==> config.mk <==
export PLATFORM = sky130hd
export DESIGN_NAME = vbc_calibration
export DESIGN_NICKNAME = d
export VERILOG_FILES = /design/src/logic/vbc_calibration.v
export VERILOG_INCLUDE_DIRS = /design/src /design/src/logic
export SDC_FILE = /design/constraint.sdc
export NUM_CORES = 1
export LEC_CHECK = 0
export ABC_AREA = 1
export BUFFER_PORTS_ARGS = -buffer_cell sky130_fd_sc_hd__buf_2
export CORE_UTILIZATION = 54
export CTS_BUF_LIST = sky130_fd_sc_hd__clkbuf_4
export DETAILED_ROUTE_END_ITERATION = 10
export PLACE_DENSITY_LB_ADDON = 0.05
export RECOVER_POWER = 25
export SLEW_MARGIN = 15
export SYNTH_ARGS = -nofsm -noshare
export SYNTH_HDL_FRONTEND = slang
export SYNTH_SLANG_ARGS = --single-unit
==> constraint.sdc <==
create_clock -name sys_clk_i -period 2.2 [get_ports sys_clk_i]
set_clock_uncertainty 0.05 [all_clocks]
set_input_delay 0.11 -clock sys_clk_i [delete_from_list [all_inputs] [get_ports sys_clk_i]]
set_output_delay 0.11 -clock sys_clk_i [all_outputs]
set_load 0.02 [all_outputs]
==> src/logic/vbc_defines.vh <==
// Constants for the oscillator band calibration engine.
// Included by vbc_calibration.v; holds definitions only.
`ifndef VBC_DEFINES_VH
`define VBC_DEFINES_VH

`define VBC_NUM_HI_W      10
`define VBC_NUM_LO_W      12
`define VBC_NUM_W         22
`define VBC_NUM_LO_MSB    11
`define VBC_CORE_W        2
`define VBC_BAND_W        8
`define VBC_BAND_MIN      8'h00
`define VBC_BAND_MAX      8'hff
`define VBC_CORE_LOWEST   2'h0
`define VBC_CORE_HIGHEST  2'h3
`define VBC_POLICY_LAST   1'b0
`define VBC_POLICY_SELECT 1'b1
`define VBC_MODE_INTERNAL 1'b0
`define VBC_MODE_EXTERNAL 1'b1
`define VBC_PUMP_NEGATIVE 1'b1
`define VBC_SETTLE_NS     100
`define VBC_CLK_NS        10

`endif

==> src/logic/vbc_calibration.v <==
// Oscillator core and capacitor band calibration engine.
// Assumes configuration inputs are stable, synchronous to sys_clk_i,
// and that the comparator result arrives as an asynchronous level.
`timescale 1ns/1ns
`include "vbc_defines.vh"

module vbc_calibration #(
    parameter SETTLE_CYCLES = (`VBC_SETTLE_NS + `VBC_CLK_NS - 1) / `VBC_CLK_NS
) (
    input  wire                     sys_clk_i,
    input  wire                     rst_i,
    input  wire                     clk_en_i,
    input  wire                     freq_write_i,
    input  wire [`VBC_NUM_HI_W-1:0] num_hi_i,
    input  wire [`VBC_NUM_LO_W-1:0] num_lo_i,
    input  wire                     calibration_disable_i,
    input  wire [`VBC_CORE_W-1:0]   start_core_select_i,
    input  wire                     start_core_policy_i,
    input  wire [`VBC_BAND_W-1:0]   band_start_code_i,
    input  wire                     osc_mode_i,
    input  wire                     pump_polarity_i,
    input  wire                     freq_high_i,
    input  wire                     lock_i,
    output wire [`VBC_NUM_W-1:0]    frac_num_o,
    output wire [`VBC_CORE_W-1:0]   core_o,
    output wire [`VBC_BAND_W-1:0]   band_code_o,
    output wire                     busy_o,
    output wire                     done_o,
    output wire                     locked_o,
    output wire                     exhausted_o,
    output wire                     ext_osc_sel_o,
    output wire                     pump_polarity_o
);

    // How a search runs:
    // - an accepted write loads the starting core and band code
    //   and enters the settle state for SETTLE_CYCLES cycles;
    // - each step first looks at the synchronised lock level,
    //   then moves the band code one place toward the target;
    // - when the code reaches the end in its direction of travel,
    //   the neighbour core is tried once from the start code;
    // - a second end, or no neighbour core, ends the search as
    //   exhausted; a lock ends it as locked.
    // Only one core move is made per search, so a miss by more
    // than one core always ends exhausted.
    // The comparator and lock levels reach the sequencer two cycles
    // after a code change, so SETTLE_CYCLES below two would let a
    // step judge the previous code.
    // Writes during a search update the numerator only.

    // Sequencer states: idle, settle on a code, judge one step
    localparam ST_IDLE   = 2'h0;
    localparam ST_SETTLE = 2'h1;
    localparam ST_STEP   = 2'h2;
    // Settle counter width; SETTLE_CYCLES must stay below 256
    localparam CNT_W     = 8;

    // Unit steps and counter load, sized to the fields they feed
    localparam [CNT_W-1:0]       CNT_ONE  = {{(CNT_W-1){1'b0}}, 1'b1};
    localparam [`VBC_BAND_W-1:0] BAND_ONE = {{(`VBC_BAND_W-1){1'b0}}, 1'b1};
    localparam [`VBC_CORE_W-1:0] CORE_ONE = {{(`VBC_CORE_W-1){1'b0}}, 1'b1};
    // Counter load, cut to the counter width on purpose
    localparam [CNT_W-1:0]       CNT_LOAD = SETTLE_CYCLES[CNT_W-1:0];

    // Stored numerator, search position and result flags
    reg [`VBC_NUM_W-1:0]  num_reg;
    reg [`VBC_CORE_W-1:0] core_reg;
    reg [`VBC_BAND_W-1:0] band_reg;
    reg [1:0]             state_reg;
    reg [CNT_W-1:0]       cnt_reg;
    reg                   moved_reg;
    reg                   done_reg;
    reg                   locked_reg;
    reg                   exh_reg;
    reg                   mode_reg;
    reg                   pol_reg;

    // First and second synchroniser stages
    reg                   hi_s1_reg;
    reg                   hi_s2_reg;
    reg                   lk_s1_reg;
    reg                   lk_s2_reg;

    // Next values, set by the combinational processes below
    reg [`VBC_NUM_W-1:0]  num_next;
    reg [`VBC_CORE_W-1:0] core_next;
    reg [`VBC_BAND_W-1:0] band_next;
    reg [1:0]             state_next;
    reg [CNT_W-1:0]       cnt_next;
    reg                   moved_next;
    reg                   done_next;
    reg                   locked_next;
    reg                   exh_next;

    // A write starts a search only for the internal oscillator
    wire start_req = freq_write_i && !calibration_disable_i &&
                     (osc_mode_i == `VBC_MODE_INTERNAL);

    // Starting core: selected field or the core used last time
    wire [`VBC_CORE_W-1:0] start_core =
        (start_core_policy_i == `VBC_POLICY_SELECT) ?
        start_core_select_i : core_reg;

    // Synchronised comparator: oscillator is above the target
    wire too_fast  = hi_s2_reg;
    wire lock_seen = lk_s2_reg;

    // End codes; an end only counts in the direction of travel,
    // so a start on code 0 or 255 still searches inward
    wire at_top    = (band_reg == `VBC_BAND_MAX);
    wire at_bottom = (band_reg == `VBC_BAND_MIN);
    wire at_end    = too_fast ? at_top : at_bottom;

    // Band step: larger code lowers the frequency
    wire [`VBC_BAND_W-1:0] band_step =
        too_fast ? band_reg + BAND_ONE
                 : band_reg - BAND_ONE;

    // Neighbour core: down when too fast, up when too slow
    wire can_up     = (core_reg != `VBC_CORE_HIGHEST);
    wire can_down   = (core_reg != `VBC_CORE_LOWEST);
    wire core_avail = too_fast ? can_down : can_up;
    wire [`VBC_CORE_W-1:0] core_step =
        too_fast ? core_reg - CORE_ONE
                 : core_reg + CORE_ONE;

    // Settle time is over when the counter reaches one; the step
    // state itself adds one more cycle
    wire settle_over = (cnt_reg <= CNT_ONE);

    // Two-flop synchroniser for the analog comparator level
    always @(posedge sys_clk_i or posedge rst_i) begin
        if (rst_i) begin
            hi_s1_reg <= 1'b0;
            hi_s2_reg <= 1'b0;
        end else if (clk_en_i) begin
            hi_s1_reg <= freq_high_i;
            hi_s2_reg <= hi_s1_reg;
        end
    end

    // Two-flop synchroniser for the lock level
    always @(posedge sys_clk_i or posedge rst_i) begin
        if (rst_i) begin
            lk_s1_reg <= 1'b0;
            lk_s2_reg <= 1'b0;
        end else if (clk_en_i) begin
            lk_s1_reg <= lock_i;
            lk_s2_reg <= lk_s1_reg;
        end
    end

    // Mode and pump polarity follow their inputs every enabled cycle
    always @(posedge sys_clk_i or posedge rst_i) begin
        if (rst_i) begin
            mode_reg <= `VBC_MODE_INTERNAL;
            pol_reg  <= `VBC_PUMP_NEGATIVE;
        end else if (clk_en_i) begin
            mode_reg <= osc_mode_i;
            pol_reg  <= pump_polarity_i;
        end
    end

    // Numerator is taken on every write, even during a search;
    // the lower part fills bits 11..0
    always @* begin
        num_next = num_reg;
        if (freq_write_i) begin
            num_next = {num_hi_i, num_lo_i};
        end
    end

    // Numerator register
    always @(posedge sys_clk_i or posedge rst_i) begin
        if (rst_i) begin
            num_reg <= {`VBC_NUM_W{1'b0}};
        end else if (clk_en_i) begin
            num_reg <= num_next;
        end
    end

    // Search sequencer: next state, position, counter and flags
    always @* begin
        state_next  = state_reg;
        core_next   = core_reg;
        band_next   = band_reg;
        cnt_next    = cnt_reg;
        moved_next  = moved_reg;
        done_next   = done_reg;
        locked_next = locked_reg;
        exh_next    = exh_reg;
        case (state_reg)
            ST_IDLE: begin
                // Start a fresh search; old result flags clear here
                if (start_req) begin
                    core_next   = start_core;
                    band_next   = band_start_code_i;
                    moved_next  = 1'b0;
                    done_next   = 1'b0;
                    locked_next = 1'b0;
                    exh_next    = 1'b0;
                    cnt_next    = CNT_LOAD;
                    state_next  = ST_SETTLE;
                end
            end
            ST_SETTLE: begin
                // Let the oscillator and comparator settle on a code
                if (settle_over) begin
                    state_next = ST_STEP;
                end else begin
                    cnt_next = cnt_reg - CNT_ONE;
                end
            end
            ST_STEP: begin
                cnt_next = CNT_LOAD;
                if (lock_seen) begin
                    // Locked: core and band stay as the final result
                    done_next   = 1'b1;
                    locked_next = 1'b1;
                    state_next  = ST_IDLE;
                end else if (!at_end) begin
                    // Not at the end yet: one band step
                    band_next  = band_step;
                    state_next = ST_SETTLE;
                end else if (!moved_reg && core_avail) begin
                    // Try the neighbour core once, from the start code
                    core_next  = core_step;
                    band_next  = band_start_code_i;
                    moved_next = 1'b1;
                    state_next = ST_SETTLE;
                end else begin
                    // No further core: stop as exhausted
                    done_next  = 1'b1;
                    exh_next   = 1'b1;
                    state_next = ST_IDLE;
                end
            end
            default: begin
                state_next = ST_IDLE;
            end
        endcase
    end

    // Sequencer registers; a low clock enable holds the search
    always @(posedge sys_clk_i or posedge rst_i) begin
        if (rst_i) begin
            core_reg   <= `VBC_CORE_LOWEST;
            band_reg   <= `VBC_BAND_MIN;
            state_reg  <= ST_IDLE;
            cnt_reg    <= {CNT_W{1'b0}};
            moved_reg  <= 1'b0;
            done_reg   <= 1'b0;
            locked_reg <= 1'b0;
            exh_reg    <= 1'b0;
        end else if (clk_en_i) begin
            core_reg   <= core_next;
            band_reg   <= band_next;
            state_reg  <= state_next;
            cnt_reg    <= cnt_next;
            moved_reg  <= moved_next;
            done_reg   <= done_next;
            locked_reg <= locked_next;
            exh_reg    <= exh_next;
        end
    end

    // Numerator and search position
    assign frac_num_o      = num_reg;
    assign core_o          = core_reg;
    assign band_code_o     = band_reg;

    // Search status
    assign busy_o          = (state_reg != ST_IDLE);
    assign done_o          = done_reg;
    assign locked_o        = locked_reg;
    assign exhausted_o     = exh_reg;

    // Oscillator path settings
    assign ext_osc_sel_o   = mode_reg;
    assign pump_polarity_o = pol_reg;

endmodule

==> impl_metrics.tcl <==
set metrics [dict create \
    status "finished, final reports clean" \
    period_minus_slack_ns 1.88 \
    io_buffer_count 79 \
    grt_pass1_wl_um 10400 \
    multi_input_area_mm2 0.00134 \
    intPower_w 0.00255 \
    cts_resized 0 \
    top_usage_layer "met2" \
    setup-tns-final_ns 0 \
    final_cell_mix "nand2_1, buf_2, dfrtp_1" \
    num_io_pins 80 \
    seqCellArea_mm2 0.00130 \
    vias 2549 \
    htreeDepth 2 \
    fin_nets 497 \
    power-per-cell-area_mw_per_mm2 1190 \
    arrival_ns 2.11 \
    synthesis.area_mm2 0.00284 \
    die_w_um 74.5 \
    crit_type "flop to flop" \
    root_buffer "clkbuf_4" \
    finalHoldViolations 0 \
    fmax_mhz 532 \
    p_comb_share_pct 49.2 \
    final_util_pct 74.3 \
    die_y_um 74.5 \
    drtIter0Drc 187 \
    setup_viol 0 \
    overflow 0 \
    worstHoldStart "band_start_code_i[5]" \
    yosysSeqAreaShare_pct 45.9 \
    drv_slew 0 \
    grt_use_total_pct 25.0 \
    drc 0 \
    first_global_vias 2372 \
    post-route-period-util_pct 85.4 \
    crit_fanout 9 \
    max-vdd-ir-drop_v 0.000621 \
    grt_max_degree 29 \
    grt_util_met3_pct 5.56 \
    cts_hold_buf 34 \
    synthesis.nets 378 \
    diodes 0 \
    ant_nets 0 \
    r2r_setup_slack_ns 0.32 \
    drive_gt1_share_pct 29.8 \
    grt_util_met2_pct 44.8 \
    vias_per_cell 4.93 \
    end_kind "flop" \
    largest_reg_flops 22 \
    cp-startpoint "hi_s2_reg" \
    nFillCells 410 \
    final_common_cell "nand2_1" \
    hold_path_class "primary input to flop" \
    post_cts.repair.setup_buffers 0 \
    rows 26 \
    yosysWarningCount 0 \
    cts_max_path_buffers 2 \
    initial_core_util_pct 55.9 \
    drv_cap 0 \
    power.switching_w 0.00195 \
    antenna_found_initial 0 \
    start_kind "flop" \
    die_area_mm2 0.00555 \
    worst_slew_pin_slew_ns 1.19 \
    ys_types 30 \
    synthFlopType "dfrtp_1" \
    core_area_mm2 0.00507 \
    wl_per_cell_um 12.7 \
    clkSinkCount 52 \
    swShare_pct 43.3 \
    cts_tree "yes" \
    met1_usage_pct 30.1 \
    max_slew_margin_pct 21.0 \
    p_leak_nw 1.98 \
    pwr-share-seq_pct 33.6 \
    synth_seq_cells 52 \
    insertion_delay_ns 0.37 \
    clkPwrFrac_pct 17.2 \
    synth-edff-count 0 \
    place_congestion 0.804 \
    reg2reg_from "hi_s2_reg" \
    area_growth_pct 33.0 \
    rsz0062_at_grt "no" \
    clk_pin_slew_ns 0.15 \
    synth.avg_cell_area_um2 8.67 \
    critical_path_required_ns 2.43 \
    dp_hpwl_um 4440 \
    synthCells 327 \
    drt-pass1-iter-count 4 \
    wl_um 6590 \
    synthArstFlopShare_pct 100 \
    cts_made_buffers 5 \
]
## synth_stat cells, drive strengths merged, types with 4 or more instances
cell	count	area share [%]
a21oi	11	1.9
nor2	23	3.7
nand2	103	14
dfrtp	51	45
xnor2	4	1.2
ha	8	3.5
inv	37	4.9
o21ai	15	2.8
mux2	25	9.9
xor2	6	1.9
nand3	19	3.7
nand4	7	1.5
buf	6	1.7
## worst max-delay path: stages (launching register included)
cell and delay [ns]:
dfrtp_1 0.46, inv_1 0.25, ha_1 0.34, a21oi_1 0.24, o21a_1 0.17, nand2_1 0.05, nand2_1 0.05, nand3_1 0.06
nand2_1 0.07, nand2_1 0.05
## through the flow
step / hold WS [ns] / instance area [µm²] / power, W / std cells / setup WS (ns)
2_1_floorplan: 0.207 / 2840 / 0.00315 / 327 / 0.536
3_3_place_gp: 0.143 / 3310 / 0.00363 / 475 / 0.397
3_5_place_dp: 0.150 / 3310 / 0.00368 / 475 / 0.344
4_1_cts: 0.00461 / 3780 / 0.00451 / 517 / 0.309
5_1_grt: 0.0237 / 3770 / 0.00487 / 517 / 0.105
6_report: 0.0216 / 3770 / 0.00449 / 517 / 0.321
## layout make-up
cell class              instances  share of cell area, %
clock inverters                 3                   2.39
repair buffers                118                   20.4
flip-flops and latches         52                   34.5
multi-input cells             231                   35.6
inverters                      38                   3.82
clock buffers                   5                  0.995
well taps                      70                   2.32
## cell families after synthesis
family	Yosys count	share of synthesized area (%)
AND/OR/NAND/NOR	158	24.5
buffers and inverters	44	6.79
multiplexers	25	9.93
XOR/XNOR	10	3.09
AO/OA/AOI/OAI	29	5.56
adder cells (fa/ha/maj)	9	4.23
flip-flops	52	45.9
## power by group through the flow
stage	Sequential [W]	Clock [W]	Combinational (W)
floorplan	0.00168	0	0.00147
global placement	0.00152	0	0.00212
detailed placement	0.00152	0	0.00216
CTS	0.00150	0.000791	0.00221
global route	0.00155	0.000821	0.00250
finish	0.00151	0.000773	0.00221
## routing by layer
metal  up-vias  part of all wire (%)  wire length [µm]
li1       1289                     -                 -
met1      1197                    43              2840
met2        59                    52              3450
met3         4                   3.8               250
met4         0                  0.65                43
met5         -                     0                 0
## final timing paths
check / to / cells after the start
setup reg to reg: band_code_o[7] / 9
hold / removal: band_code_o[5] / 5
max in group asynchronous: frac_num_o[10] / 4
min in group asynchronous: frac_num_o[5] / 3
setup / recovery: band_code_o[7] / 9
hold reg to reg: done_o / 2
Power figures use the tool's default switching activity.
